`src/hw/mscan_cfg.svh`:
```
// Constants for the monitor scan timing block
`ifndef MSCAN_CFG_SVH
`define MSCAN_CFG_SVH

// Clock rate in kHz
`define MSCAN_CLK_KHZ       25000
// Times in nanoseconds as printed
`define MSCAN_T_VOLT_NS     10600
`define MSCAN_T_TEMP_NS     46000
`define MSCAN_T_PU00_NS     20000
`define MSCAN_T_PU01_NS     40000
`define MSCAN_T_WAIT_LIM_NS 80000
`define MSCAN_T_WAIT_UNIT_NS 1000
// Cycle counts, rounded up
`define MSCAN_CYC(ns)       (((ns) * `MSCAN_CLK_KHZ + 999999) / 1000000)
`define MSCAN_CYC_VOLT      `MSCAN_CYC(`MSCAN_T_VOLT_NS)
`define MSCAN_CYC_TEMP      `MSCAN_CYC(`MSCAN_T_TEMP_NS)
`define MSCAN_CYC_PU00      `MSCAN_CYC(`MSCAN_T_PU00_NS)
`define MSCAN_CYC_PU01      `MSCAN_CYC(`MSCAN_T_PU01_NS)
`define MSCAN_CYC_US        `MSCAN_CYC(`MSCAN_T_WAIT_UNIT_NS)

// Register offsets
`define MSCAN_A_SETUP       4'h0
`define MSCAN_A_ENABLE      4'h1
`define MSCAN_A_INCFG       4'h2
`define MSCAN_A_ALARM       4'h3
`define MSCAN_A_WAIT        4'h4
`define MSCAN_A_STATUS      4'h5
`define MSCAN_A_CHSEL       4'h6
`define MSCAN_A_DATA        4'h7
`define MSCAN_A_UPPER       4'h8
`define MSCAN_A_LOWER       4'h9
`define MSCAN_A_CHCFG       4'ha
`define MSCAN_A_RESULT      4'hb

// Reset values
`define MSCAN_RST_SETUP     8'h00
`define MSCAN_RST_ENABLE    10'h3ff
`define MSCAN_RST_INCFG     12'h000
`define MSCAN_RST_ALARM     24'h000000
`define MSCAN_RST_DATA      10'h200
`define MSCAN_RST_UPPER     10'h3ff
`define MSCAN_RST_LOWER     10'h000
`define MSCAN_RST_CHCFG     8'h00
`define MSCAN_RST_WAIT      10'h000

// Setup fields
`define MSCAN_SETUP_SCAN    0
`define MSCAN_SETUP_REF_LO  1
`define MSCAN_SETUP_REF_HI  2
`define MSCAN_SETUP_MANUAL  3
// Channel count and index of first external input
`define MSCAN_NCH           10
`define MSCAN_EXT0          2

`endif

```
`src/hw/mscan_pkg.sv`:
```
// Types of the monitor scan timing block
package mscan_pkg;
   typedef enum logic [2:0] {
      MSCAN_IDLE = 3'b000,
      MSCAN_PICK = 3'b001,
      MSCAN_PWUP = 3'b010,
      MSCAN_CONV = 3'b011,
      MSCAN_WAIT = 3'b100
   } mscan_state_e;
   typedef logic [9:0] mscan_code_t;
endpackage : mscan_pkg

```
`src/hw/mscan_conv_if.sv`:
```
// Handshake between sequencer and conversion timer
`timescale 1ns/1ps
interface mscan_conv_if;
   logic        start;
   logic [15:0] cycles;
   logic        done;
   modport seq (output start, output cycles, input done);
   modport tmr (input start, input cycles, output done);
endinterface : mscan_conv_if

```
`src/hw/mscan_timer.sv`:
```
// Cycle down-counter for conversion and power-up delays
`timescale 1ns/1ps
module mscan_timer (
   // Clock and reset
   input  wire logic    clk_i,
   input  wire logic    sys_rst_i,
   // Sequencer side
   mscan_conv_if.tmr    cif
);
   logic [15:0] cnt_ff;
   logic [15:0] nxt_cnt;
   logic        busy_ff;
   logic        nxt_busy;

   // Load on start, count to one, pulse done
   assign nxt_cnt  = cif.start ? cif.cycles : (busy_ff ? cnt_ff - 16'h0001 : cnt_ff);
   assign nxt_busy = cif.start ? 1'b1 : (busy_ff && cnt_ff != 16'h0001);
   assign cif.done = busy_ff && cnt_ff == 16'h0001;

   // Internal clock only, so timing never follows the serial clock
   always_ff @(posedge clk_i) begin
      if (sys_rst_i) begin
         cnt_ff  <= 16'h0000;
         busy_ff <= 1'b0;
      end else begin
         cnt_ff  <= nxt_cnt;
         busy_ff <= nxt_busy;
      end
   end

   a_done_after_load: assert property (@(posedge clk_i) disable iff (sys_rst_i)
      busy_ff && cnt_ff == 16'h0002 && !cif.start |-> !cif.done ##1 cif.done)
      else $error("timer done not one cycle after count two");
endmodule : mscan_timer

```
`src/hw/mscan_code.sv`:
```
// Result coding and threshold compare
`timescale 1ns/1ps
`include "mscan_cfg.svh"
module mscan_code (
   // Raw sample
   input  wire logic [9:0] raw_i,
   input  wire logic       temp_i,
   // Thresholds
   input  wire logic [9:0] upper_i,
   input  wire logic [9:0] lower_i,
   // Coded result and trips
   output logic [9:0]      code_o,
   output logic            over_o,
   output logic            under_o
);
   // Binary code, step of reference over 1024; temperature is signed half degrees
   assign code_o  = raw_i;
   // Reset limits switch a compare off; signed 3ff would trip every warm result
   // Limitation: a temperature lower limit of exactly zero is also off
   wire up_off = upper_i == `MSCAN_RST_UPPER;
   wire lo_off = lower_i == `MSCAN_RST_LOWER;
   // Temperature compares signed, voltage unsigned
   assign over_o  = !up_off && (temp_i ? ($signed(raw_i) > $signed(upper_i)) : (raw_i > upper_i));
   assign under_o = !lo_off && (temp_i ? ($signed(raw_i) < $signed(lower_i)) : (raw_i < lower_i));
endmodule : mscan_code

```
`src/hw/mscan_top.sv`:
```
// Scan sequencer and register file of the system monitor converter
//
// Overview of operation
// - Reset clears input configuration to single-ended voltage
// - Reset clears whole alarm register
// - Reset loads every data register with 0x200
// - Reset sets upper thresholds to 0x3ff
// - Reset sets lower thresholds to zero
// - Reset clears channel configuration registers
// - Voltage takes 10.6 us, temperature 46 us
// - Differential pair is one scan slot
// - Reference power-up delay depends on mode
// - Scan period sums power-up, conversions, wait
// - Conversions timed from internal clock only
// - Reference shuts down in mode 00, 01 long wait
// - Results binary, fixed step per type
// - Unipolar step is reference over 1024
// - Temperature is 10-bit two's complement
// - Scan order internal temp, supply, inputs ascending
`timescale 1ns/1ps
`include "mscan_cfg.svh"
module mscan_top (
   // Clock and reset
   input  wire logic        clk_i,
   input  wire logic        sys_rst_i,
   // Register port
   input  wire logic [3:0]  reg_addr_i,
   input  wire logic [31:0] reg_wdata_i,
   input  wire logic        reg_wr_i,
   input  wire logic        reg_rd_i,
   output logic [31:0]      reg_rdata_o,
   // Analog front end
   input  wire logic [9:0]  afe_sample_i,
   output logic [3:0]       afe_chan_o,
   output logic             afe_temp_o,
   output logic             afe_diff_o,
   output logic             afe_conv_o,
   output logic             ref_on_o,
   // Scan status
   output logic             scan_end_o,
   output logic             alarm_o
);
   localparam int NCH = `MSCAN_NCH;

   // Registers
   logic [7:0]  setup_ff;
   logic [9:0]  enable_ff;
   logic [11:0] incfg_ff;
   logic [23:0] alarm_ff;
   logic [9:0]  wait_ff;
   logic [3:0]  chsel_ff;
   logic [9:0]  data_ff  [NCH];
   logic [9:0]  upper_ff [NCH];
   logic [9:0]  lower_ff [NCH];
   logic [7:0]  chcfg_ff [NCH];
   logic [31:0] rdata_ff;

   // Sequencer state
   mscan_pkg::mscan_state_e state_ff;
   mscan_pkg::mscan_state_e nxt_state;
   logic [3:0]  cur_ff;
   logic [3:0]  nxt_cur;
   logic        refup_ff;
   logic        nxt_refup;
   logic        conv_ff;
   logic        scan_end_ff;
   logic        manual_ff;
   logic [15:0] wcnt_ff;
   logic [9:0]  us_ff;
   logic [31:0] period_ff;
   logic [31:0] last_period_ff;

   mscan_conv_if cif ();

   mscan_timer u_timer (
      .clk_i     (clk_i),
      .sys_rst_i (sys_rst_i),
      .cif       (cif)
   );

   // Write decode
   wire wr_setup  = reg_wr_i && reg_addr_i == `MSCAN_A_SETUP;
   wire wr_enable = reg_wr_i && reg_addr_i == `MSCAN_A_ENABLE;
   wire wr_incfg  = reg_wr_i && reg_addr_i == `MSCAN_A_INCFG;
   wire wr_alarm  = reg_wr_i && reg_addr_i == `MSCAN_A_ALARM;
   wire wr_wait   = reg_wr_i && reg_addr_i == `MSCAN_A_WAIT;
   wire wr_chsel  = reg_wr_i && reg_addr_i == `MSCAN_A_CHSEL;
   wire wr_upper  = reg_wr_i && reg_addr_i == `MSCAN_A_UPPER;
   wire wr_lower  = reg_wr_i && reg_addr_i == `MSCAN_A_LOWER;
   wire wr_chcfg  = reg_wr_i && reg_addr_i == `MSCAN_A_CHCFG;

   // Reference mode and per-channel type
   wire [1:0] ref_mode  = setup_ff[`MSCAN_SETUP_REF_HI:`MSCAN_SETUP_REF_LO];
   wire       scan_on   = setup_ff[`MSCAN_SETUP_SCAN];
   wire       long_wait = 32'(wait_ff) * `MSCAN_T_WAIT_UNIT_NS > `MSCAN_T_WAIT_LIM_NS;
   // Shutdown in mode 00, or mode 01 when the wait is long
   wire       auto_sd   = ref_mode == 2'b00 || (ref_mode == 2'b01 && long_wait);
   // Input config: three bits per pair, bit0 temperature, bit1 differential
   wire [1:0] pair_cfg  = (cur_ff >= 4'(`MSCAN_EXT0))
                          ? incfg_ff[3'((cur_ff - 4'(`MSCAN_EXT0)) >> 1) * 3 +: 2] : 2'b00;
   wire       cur_diff  = pair_cfg[1];
   wire       cur_temp  = (cur_ff == 4'h0) || pair_cfg[0];
   wire       cur_odd   = (cur_ff >= 4'(`MSCAN_EXT0)) && cur_ff[0] == 1'b1;

   // Channel is scanned if enabled and not the odd half of a differential pair
   logic [NCH-1:0] live;
   genvar g;
   generate
      for (g = 0; g < NCH; g++) begin : g_live
         localparam int P = (g - `MSCAN_EXT0) / 2;
         if (g < `MSCAN_EXT0) begin : g_int
            assign live[g] = enable_ff[g];
         end else if ((g - `MSCAN_EXT0) % 2 == 1) begin : g_odd
            assign live[g] = enable_ff[g] && !incfg_ff[P*3+1];
         end else begin : g_even
            assign live[g] = enable_ff[g];
         end
      end
   endgenerate

   // Next live channel in ascending order from cur_ff
   logic [3:0] next_ch;
   logic       next_ok;
   always_comb begin
      next_ch = 4'h0;
      next_ok = 1'b0;
      for (int i = NCH - 1; i >= 0; i--) begin
         if (live[i] && 4'(i) > cur_ff) begin
            next_ch = 4'(i);
            next_ok = 1'b1;
         end
      end
   end
   // First live channel of a scan: internal temp, supply, then inputs
   logic [3:0] first_ch;
   logic       first_ok;
   always_comb begin
      first_ch = 4'h0;
      first_ok = 1'b0;
      for (int i = NCH - 1; i >= 0; i--) begin
         if (live[i]) begin
            first_ch = 4'(i);
            first_ok = 1'b1;
         end
      end
   end

   // Coding and compare
   logic [9:0] code;
   logic       over;
   logic       under;
   mscan_code u_code (
      .raw_i   (afe_sample_i),
      .temp_i  (cur_temp),
      .upper_i (upper_ff[cur_ff]),
      .lower_i (lower_ff[cur_ff]),
      .code_o  (code),
      .over_o  (over),
      .under_o (under)
   );

   // Power-up needed before this conversion
   wire need_pu = (ref_mode == 2'b00 && cur_temp) || (ref_mode == 2'b01 && long_wait && !refup_ff);
   wire [15:0] pu_cyc   = (ref_mode == 2'b00) ? 16'(`MSCAN_CYC_PU00) : 16'(`MSCAN_CYC_PU01);
   wire [15:0] conv_cyc = cur_temp ? 16'(`MSCAN_CYC_TEMP) : 16'(`MSCAN_CYC_VOLT);
   wire        wait_end = (wait_ff == 10'h000) || (us_ff == wait_ff);
   wire        sample   = state_ff == mscan_pkg::MSCAN_CONV && cif.done;
   wire        kick     = manual_ff || (scan_on && first_ok);

   // Sequencer next state
   always_comb begin
      nxt_state = state_ff;
      nxt_cur   = cur_ff;
      nxt_refup = refup_ff;
      cif.start  = 1'b0;
      cif.cycles = conv_cyc;
      case (state_ff)
         mscan_pkg::MSCAN_IDLE: begin
            if (manual_ff) begin
               nxt_cur   = chsel_ff;
               nxt_state = mscan_pkg::MSCAN_PICK;
            end else if (scan_on && first_ok) begin
               nxt_cur   = first_ch;
               nxt_state = mscan_pkg::MSCAN_PICK;
            end
         end
         mscan_pkg::MSCAN_PICK: begin
            cif.start = 1'b1;
            if (need_pu) begin
               cif.cycles = pu_cyc;
               nxt_state  = mscan_pkg::MSCAN_PWUP;
            end else begin
               nxt_state  = mscan_pkg::MSCAN_CONV;
            end
         end
         mscan_pkg::MSCAN_PWUP: begin
            if (cif.done) begin
               cif.start = 1'b1;
               nxt_refup = 1'b1;
               nxt_state = mscan_pkg::MSCAN_CONV;
            end
         end
         mscan_pkg::MSCAN_CONV: begin
            if (cif.done) begin
               if (scan_on && !manual_ff && next_ok) begin
                  nxt_cur   = next_ch;
                  nxt_state = mscan_pkg::MSCAN_PICK;
               end else begin
                  nxt_state = scan_on ? mscan_pkg::MSCAN_WAIT : mscan_pkg::MSCAN_IDLE;
               end
            end
         end
         mscan_pkg::MSCAN_WAIT: begin
            if (wait_end) begin
               nxt_refup = !auto_sd; // Reference powers down across the wait in mode 00, or in mode 01 when the wait is long
               nxt_state = mscan_pkg::MSCAN_IDLE;
            end
         end
         default: nxt_state = mscan_pkg::MSCAN_IDLE;
      endcase
   end

   // Sequencer registers; period counter sums all phases
   always_ff @(posedge clk_i) begin
      if (sys_rst_i) begin
         state_ff  <= mscan_pkg::MSCAN_IDLE;
         cur_ff    <= 4'h0;
         refup_ff  <= 1'b0;
         conv_ff   <= 1'b0;
         manual_ff <= 1'b0;
         wcnt_ff   <= 16'h0000;
         us_ff     <= 10'h000;
         period_ff <= 32'h00000000;
         last_period_ff <= 32'h00000000;
         scan_end_ff    <= 1'b0;
      end else begin
         state_ff  <= nxt_state;
         cur_ff    <= nxt_cur;
         refup_ff  <= nxt_refup;
         conv_ff   <= nxt_state == mscan_pkg::MSCAN_CONV;
         manual_ff <= (wr_setup && reg_wdata_i[`MSCAN_SETUP_MANUAL]) ||
                      (manual_ff && state_ff != mscan_pkg::MSCAN_IDLE);
         scan_end_ff <= state_ff == mscan_pkg::MSCAN_WAIT && wait_end;
         // Microsecond tick for the sample wait
         if (state_ff != mscan_pkg::MSCAN_WAIT || wcnt_ff == 16'(`MSCAN_CYC_US - 1))
            wcnt_ff <= 16'h0000;
         else
            wcnt_ff <= wcnt_ff + 16'h0001;
         if (state_ff != mscan_pkg::MSCAN_WAIT)
            us_ff <= 10'h000;
         else if (wcnt_ff == 16'(`MSCAN_CYC_US - 1))
            us_ff <= us_ff + 10'h001;
         // Full scan period from first pick to end of wait
         if (state_ff == mscan_pkg::MSCAN_IDLE && kick)
            period_ff <= 32'h00000001;
         else if (state_ff != mscan_pkg::MSCAN_IDLE)
            period_ff <= period_ff + 32'h00000001;
         if (state_ff == mscan_pkg::MSCAN_WAIT && wait_end)
            last_period_ff <= period_ff;
      end
   end

   // Per-channel registers
   generate
      for (g = 0; g < NCH; g++) begin : g_ch
         wire hit = chsel_ff == 4'(g);
         always_ff @(posedge clk_i) begin
            if (sys_rst_i) begin
               data_ff[g]  <= `MSCAN_RST_DATA;
               upper_ff[g] <= `MSCAN_RST_UPPER;
               lower_ff[g] <= `MSCAN_RST_LOWER;
               chcfg_ff[g] <= `MSCAN_RST_CHCFG;
            end else begin
               if (sample && cur_ff == 4'(g))
                  data_ff[g] <= code;
               if (wr_upper && hit)
                  upper_ff[g] <= reg_wdata_i[9:0];
               if (wr_lower && hit)
                  lower_ff[g] <= reg_wdata_i[9:0];
               if (wr_chcfg && hit)
                  chcfg_ff[g] <= reg_wdata_i[7:0];
            end
         end
      end
   endgenerate

   // Alarm bits: two per channel, set beats a write-one clear
   wire [23:0] alarm_set = sample ? (24'({over, under}) << {cur_ff, 1'b0}) : 24'h000000;
   wire [23:0] alarm_clr = wr_alarm ? reg_wdata_i[23:0] : 24'h000000;

   // Global registers
   always_ff @(posedge clk_i) begin
      if (sys_rst_i) begin
         setup_ff  <= `MSCAN_RST_SETUP;
         enable_ff <= `MSCAN_RST_ENABLE;
         incfg_ff  <= `MSCAN_RST_INCFG;
         alarm_ff  <= `MSCAN_RST_ALARM;
         wait_ff   <= `MSCAN_RST_WAIT;
         chsel_ff  <= 4'h0;
      end else begin
         if (wr_setup)  setup_ff  <= {reg_wdata_i[7:4], 1'b0, reg_wdata_i[2:0]};
         if (wr_enable) enable_ff <= reg_wdata_i[9:0];
         if (wr_incfg)  incfg_ff  <= reg_wdata_i[11:0];
         if (wr_wait)   wait_ff   <= reg_wdata_i[9:0];
         if (wr_chsel)  chsel_ff  <= reg_wdata_i[3:0];
         alarm_ff <= (alarm_ff & ~alarm_clr) | alarm_set;
      end
   end

   // Read mux, data valid the cycle after the strobe
   logic [31:0] rmux;
   always_comb begin
      case (reg_addr_i)
         `MSCAN_A_SETUP:  rmux = {24'h000000, setup_ff};
         `MSCAN_A_ENABLE: rmux = {22'h000000, enable_ff};
         `MSCAN_A_INCFG:  rmux = {20'h00000, incfg_ff};
         `MSCAN_A_ALARM:  rmux = {8'h00, alarm_ff};
         `MSCAN_A_WAIT:   rmux = {22'h000000, wait_ff};
         `MSCAN_A_STATUS: rmux = {25'h0000000, refup_ff, cur_ff, conv_ff, 1'b0} | 32'(state_ff) << 7;
         `MSCAN_A_CHSEL:  rmux = {28'h0000000, chsel_ff};
         `MSCAN_A_DATA:   rmux = {22'h000000, data_ff[chsel_ff]};
         `MSCAN_A_UPPER:  rmux = {22'h000000, upper_ff[chsel_ff]};
         `MSCAN_A_LOWER:  rmux = {22'h000000, lower_ff[chsel_ff]};
         `MSCAN_A_CHCFG:  rmux = {24'h000000, chcfg_ff[chsel_ff]};
         `MSCAN_A_RESULT: rmux = last_period_ff;
         default:         rmux = 32'h00000000;
      endcase
   end

   always_ff @(posedge clk_i) begin
      if (sys_rst_i) rdata_ff <= 32'h00000000;
      else if (reg_rd_i) rdata_ff <= rmux;
   end

   // Outputs
   assign reg_rdata_o = rdata_ff;
   assign afe_chan_o  = cur_ff;
   assign afe_temp_o  = cur_temp;
   assign afe_diff_o  = cur_diff && !cur_odd;
   assign afe_conv_o  = conv_ff;
   // Reference held up when not in shutdown, or while powering up and converting
   assign ref_on_o    = !auto_sd || state_ff == mscan_pkg::MSCAN_PWUP || conv_ff;
   assign scan_end_o  = scan_end_ff;
   assign alarm_o     = |alarm_ff;

   // Assertions
   a_volt_conv_len: assert property (@(posedge clk_i) disable iff (sys_rst_i)
      state_ff == mscan_pkg::MSCAN_PICK && !need_pu && !cur_temp |=>
      conv_ff [*8] ##0 (state_ff == mscan_pkg::MSCAN_CONV))
      else $error("voltage conversion ended early");
   a_mode10_no_pu: assert property (@(posedge clk_i) disable iff (sys_rst_i)
      ref_mode == 2'b10 && state_ff == mscan_pkg::MSCAN_PICK |=> state_ff == mscan_pkg::MSCAN_CONV)
      else $error("power-up in reference mode 10");
   a_mode00_temp_pu: assert property (@(posedge clk_i) disable iff (sys_rst_i)
      ref_mode == 2'b00 && cur_temp && state_ff == mscan_pkg::MSCAN_PICK |=>
      state_ff == mscan_pkg::MSCAN_PWUP)
      else $error("no power-up before temperature in mode 00");
   a_odd_pair_skip: assert property (@(posedge clk_i) disable iff (sys_rst_i)
      state_ff == mscan_pkg::MSCAN_PICK && scan_on |-> !(cur_odd && cur_diff))
      else $error("odd half of differential pair scanned");
   a_scan_order: assert property (@(posedge clk_i) disable iff (sys_rst_i)
      sample && nxt_state == mscan_pkg::MSCAN_PICK |=> cur_ff > $past(cur_ff))
      else $error("scan order not ascending");
   a_data_update: assert property (@(posedge clk_i) disable iff (sys_rst_i)
      sample |=> data_ff[$past(cur_ff)] == $past(afe_sample_i))
      else $error("result not stored");
   a_alarm_reset: assert property (@(posedge clk_i)
      sys_rst_i |=> alarm_ff == 24'h000000 && incfg_ff == 12'h000)
      else $error("alarm or input config not cleared");
   a_ref_shutdown: assert property (@(posedge clk_i) disable iff (sys_rst_i)
      ref_mode == 2'b00 && state_ff == mscan_pkg::MSCAN_WAIT |-> !ref_on_o)
      else $error("reference on during mode 00 wait");

   c_full_scan: cover property (@(posedge clk_i) scan_end_o);
   c_temp_conv: cover property (@(posedge clk_i) sample && cur_temp);
   c_pwr_up:    cover property (@(posedge clk_i) state_ff == mscan_pkg::MSCAN_PWUP);
   c_alarm:     cover property (@(posedge clk_i) alarm_o);
endmodule : mscan_top

```
`config.mk`:
```
export PLATFORM = sky130hd
export DESIGN_NAME = mscan_top
export DESIGN_NICKNAME = d
export VERILOG_FILES = /design/src/hw/mscan_pkg.sv /design/src/hw/mscan_conv_if.sv /design/src/hw/mscan_timer.sv /design/src/hw/mscan_code.sv /design/src/hw/mscan_top.sv
export VERILOG_INCLUDE_DIRS = /design/src /design/src/hw
export SDC_FILE = /design/constraint.sdc
export NUM_CORES = 1
export LEC_CHECK = 0
export BUFFER_PORTS_ARGS = -buffer_cell sky130_fd_sc_hd__buf_2
export CORE_MARGIN = 1.5
export CORE_UTILIZATION = 57
export DETAILED_ROUTE_END_ITERATION = 6
export GPL_TIMING_DRIVEN = 0
export PLACE_DENSITY = 0.83
export SYNTH_ARGS = -nofsm -noshare
export SYNTH_HDL_FRONTEND = slang
export SYNTH_SLANG_ARGS = --single-unit
```
`constraint.sdc`:
```
create_clock -name clk_i -period 5 [get_ports clk_i]
set_input_delay 0.25 -clock clk_i [delete_from_list [all_inputs] [get_ports clk_i]]
set_output_delay 0.25 -clock clk_i [all_outputs]
set_load 0.01 [all_outputs]
```
==> qor.csv <==
metric;value;unit
tritoncts;built;
synth_area;31720;sq um
worstPathRequired;4.75;ns
drt_first_iter_violations;3868;
ioPinCount;92;
wl_per_cell;28.91;um
synth_mux_area_share;12.11;%
layout_setup_ws;-0.5184;ns
grt_pass1_vias;25187;
p_leak;12.58;nW
max_stage_delay;0.56;ns
achievable-frequency;0.1812;GHz
crit_arrival;5.27;ns
avgSynthCellArea;11.10;sq um
critical_path_buf_inv_count;4;
max_fanout_on_critical_path;5;
run_status;complete, but fails checks;
max_cap_violations;1;
regToRegSetupSlack;-0.22;ns
crit_path_cell_trace;clkinvlp_4 -> fa_1 -> fa_1 -> fa_1 -> fa_1 -> inv_2 -> ha_4 -> o211a_1 -> o31ai_2 -> a211oi_2 -> o311ai_2 -> buf_4 -> a221o_2 -> nor2_1 -> a21oi_2 -> nand2_1 -> buf_2;
critical-path-top-delay-family;adder cells;
critical_path_depth;17;
flow.area_growth_from_synthesis;13.87;%
dr.pass1.iters;7;
top_library_cells_by_usage_in_the_layout_fill_and_taps_aside;edfxtp_1, and2_1, nand2_1;
drive_gt1_share;18.85;%
number_of_distinct_library_cells_after_synthesis;77;
final-max-slew-violation-count;1;
timing.clock.skew;0.02098;ns
port-buffer-count;80;
cts_htree_levels;3;
holdPathStages;4;
grt_antenna_before_repair;11;
number_of_vias_per_cell;6.675;
post_synthesis_share_of_cell_area_spent_on_full_adders_half_adders_and_majority_gates;4.829;%
dominant_combinational_cell_family_by_area_after_synthesis;simple AND/OR/NAND/NOR gates;
library_cell_appearing_most_often_on_the_critical_path;fa_1;
ctsRootBufferMaster;clkbuf_16;
placed_cells_incl_taps;3707;
initial_core_util;57.57;%
worst-setup-path-type;reg -> out;
globalRouteTotalUtil;39.17;%
clock_insertion_delay_worst_skew;0.63;ns
core-area;55090;sq um
synth_enable_flop_cells;380;
fin_cells;3874;
synth_compound_area_share;8.801;%
synthesis.yosys.warnings;0;
start_point_of_the_worst_hold_path;reg_wdata_i[22];
synth_xor_area_share;1.988;%
failed_checks;max-capacitance violations, max-slew violations, negative setup slack;
die_x;238.9;um
worst_setup_path_start_kind;flip-flop;
grt_pass1_wl;161900;um
ant_nets;0;
power.density;310.4;nW/um^2
post_synth_and_or_nand_nor_area_fraction;18.66;%
cts.reportedPaths.clkPinSlew;0.06;ns
hold_class;in -> reg;
route.detailed.drc;0;
grt_setup_unrepaired;yes;
final_cell_area;36110;sq um
gp_congestion;1.031;
min_period_over_period;110.4;%
final_common_cell;edfxtp_1;
layout_min_cycle_time;5.518;ns
hold_violations;0;
synth-seq-area-share;50.18;%
netlist.top_cell.by_area;edfxtp_1;
synth_largest_type_area_fraction;35.98;%
worst_slew_margin_rel;-0.7469;%
grt_max_degree;15;
synth.ff_latch_count;605;
reg_to_reg_startpoint;wait_ff[4];
row_count;86;
rr_endpoint;u_timer.cnt_ff[5];
placed_area;33230;sq um
syn-instance-count;2858;
clock-sinks;605;
ir_worst_vdd;0.0003021;V
grt_overflow;0;
die_h;238.9;um
worstMarginPinSlew;1.500;ns
post-dp-hpwl;81690;um
die_area;57070;sq um
n_fill_cell;4093;
critPathCaptureType;output pin;
synth_ff_type;edfxtp_1;
cts-root-to-sink-buffers;3;
synth.area.top_cells;edfxtp_1, dfxtp_1, mux4_2, and2_1, mux2i_1;
synthesis.nets;3013;
finalSetupViolCount;9;
worst_hold_path.endpoint;alarm_ff[22];
totalWireLength;112000;um
slowest_stage_cell_on_the_critical_path;fa_1;
num_vias;25860;
cts_made_buffers;66;
synthArstFlopShare;0;%
r2r.worst_path.cells;18;
nNetsFinal;3230;
-- flip-flops by register name, indices dropped and copies added (netlist names), 16 cells and up, named ones only --
name and count:
alarm_ff 24, chcfg_ff 80, data_ff 100, last_period_ff 32
lower_ff 100, period_ff 32, reg_rdata_o 32, u_timer.cnt_ff 16
upper_ff 100, wcnt_ff 16
-- power by group --
part           leakage [nW]  switching, mW  total, mW  internal (mW)
Sequential             5.39         0.0632       5.45           5.39
Combinational          6.15          0.619      0.897          0.278
Clock                  1.05           2.06       4.86           2.80
Total                  12.6           2.74       11.2           8.47
-- synth_stat cells (all sizes together), types with 10 or more instances --
cell type,count
nand3,116
nor4,21
clkbuf,140
edfxtp,380
xor2,36
xnor2,36
a221oi,14
mux4,117
nor3,40
fa,29
dfxtp,225
a32o,14
nand4,22
nor2b,25
nor2,210
a211oi,22
nand2b,28
a22oi,53
inv,83
a21o,11
nand2,232
mux2i,99
mux2,19
or3,27
or2,97
a31oi,10
ha,76
a21oi,111
o21ai,118
buf,48
and2,239
and3,55
-- area by class of cell --
| type | instances | area (sq um) | area share, % |
|---|---|---|---|
| flip-flops and latches | 605 | 15950 | 44.16 |
| inverters | 84 | 334.1 | 0.9250 |
| diodes | 1 | 2.502 | 0.006929 |
| well taps | 748 | 935.9 | 2.591 |
| clock inverters | 34 | 296.5 | 0.8211 |
| repair buffers | 152 | 996.0 | 2.758 |
| plain buffers | 185 | 769.5 | 2.131 |
| multi-input cells | 1981 | 15000 | 41.54 |
| clock buffers | 84 | 1831 | 5.069 |
-- worst register-to-register path, cell delays in order, from the launching register on --
cell and delay, ns:
dfxtp_4 0.37, clkinvlp_4 0.14, fa_1 0.51, fa_1 0.54
fa_1 0.46, fa_1 0.56, inv_2 0.06, ha_4 0.29
o211a_1 0.18, o31ai_2 0.08, a211oi_2 0.34, o311ai_2 0.14
buf_4 0.15, a221o_2 0.44, buf_4 0.16, buf_6 0.11
o21ai_4 0.22, nor2_4 0.08, o311a_1 0.29
-- per-layer routing --
metal	track usage, %	up-vias	wire (um)
met5	0	-	82
met4	18.20	8	5710
met3	12.17	393	14620
met2	59.50	1817	50050
met1	51.44	12783	41550
li1	-	10859	-
-- how the worst max path moves through the flow --
stage                           from                 to  slack [ns]
after floorplan           wait_ff[1]  u_timer.cnt_ff[5]        0.12
final                     wait_ff[4]           ref_on_o       -0.52
after detailed placement  wait_ff[3]  u_timer.cnt_ff[9]       -0.78
after global placement    wait_ff[3]  u_timer.cnt_ff[9]       -0.66
after global routing      wait_ff[4]           ref_on_o       -0.67
after CTS                 wait_ff[3]           ref_on_o       -0.46
-- through the flow --
step	hold WS, ns	worst slack (ns)	setup TNS, ns	util (%)	power [mW]
finish	0.06947	-0.5184	-1.582	65.55	11.21
global placement	0.4433	-0.6585	-8.054	60.00	6.332
global route	0.07360	-0.6710	-3.274	65.55	11.42
floorplan	0.3975	0.1236	0	-	6.004
detailed placement	0.4485	-0.7760	-10.90	60.31	6.374
CTS	0.04640	-0.4622	-0.4978	64.95	11.13
-- kinds of logic after synthesis --
| logic type | count (synthesis) |
|---|---|
| AND/OR/NAND/NOR | 1137 |
| multiplexers | 235 |
| adder cells (fa/ha/maj) | 105 |
| XOR/XNOR | 72 |
| AO/OA/AOI/OAI | 432 |
| flip-flops | 605 |
| buffers and inverters | 272 |
-- repair_timing --
item | in CTS | in global routing
endpoints found under the setup margin | 24 | 24
hold buffers | 9 | 0
cloned | 0 | 0
setup buffers | 21 | 21
endpoints found under the hold margin | 9 | 0
pin swaps | 20 | 25
resized for setup | 46 | 45
(Power assumes the default switching activity.)
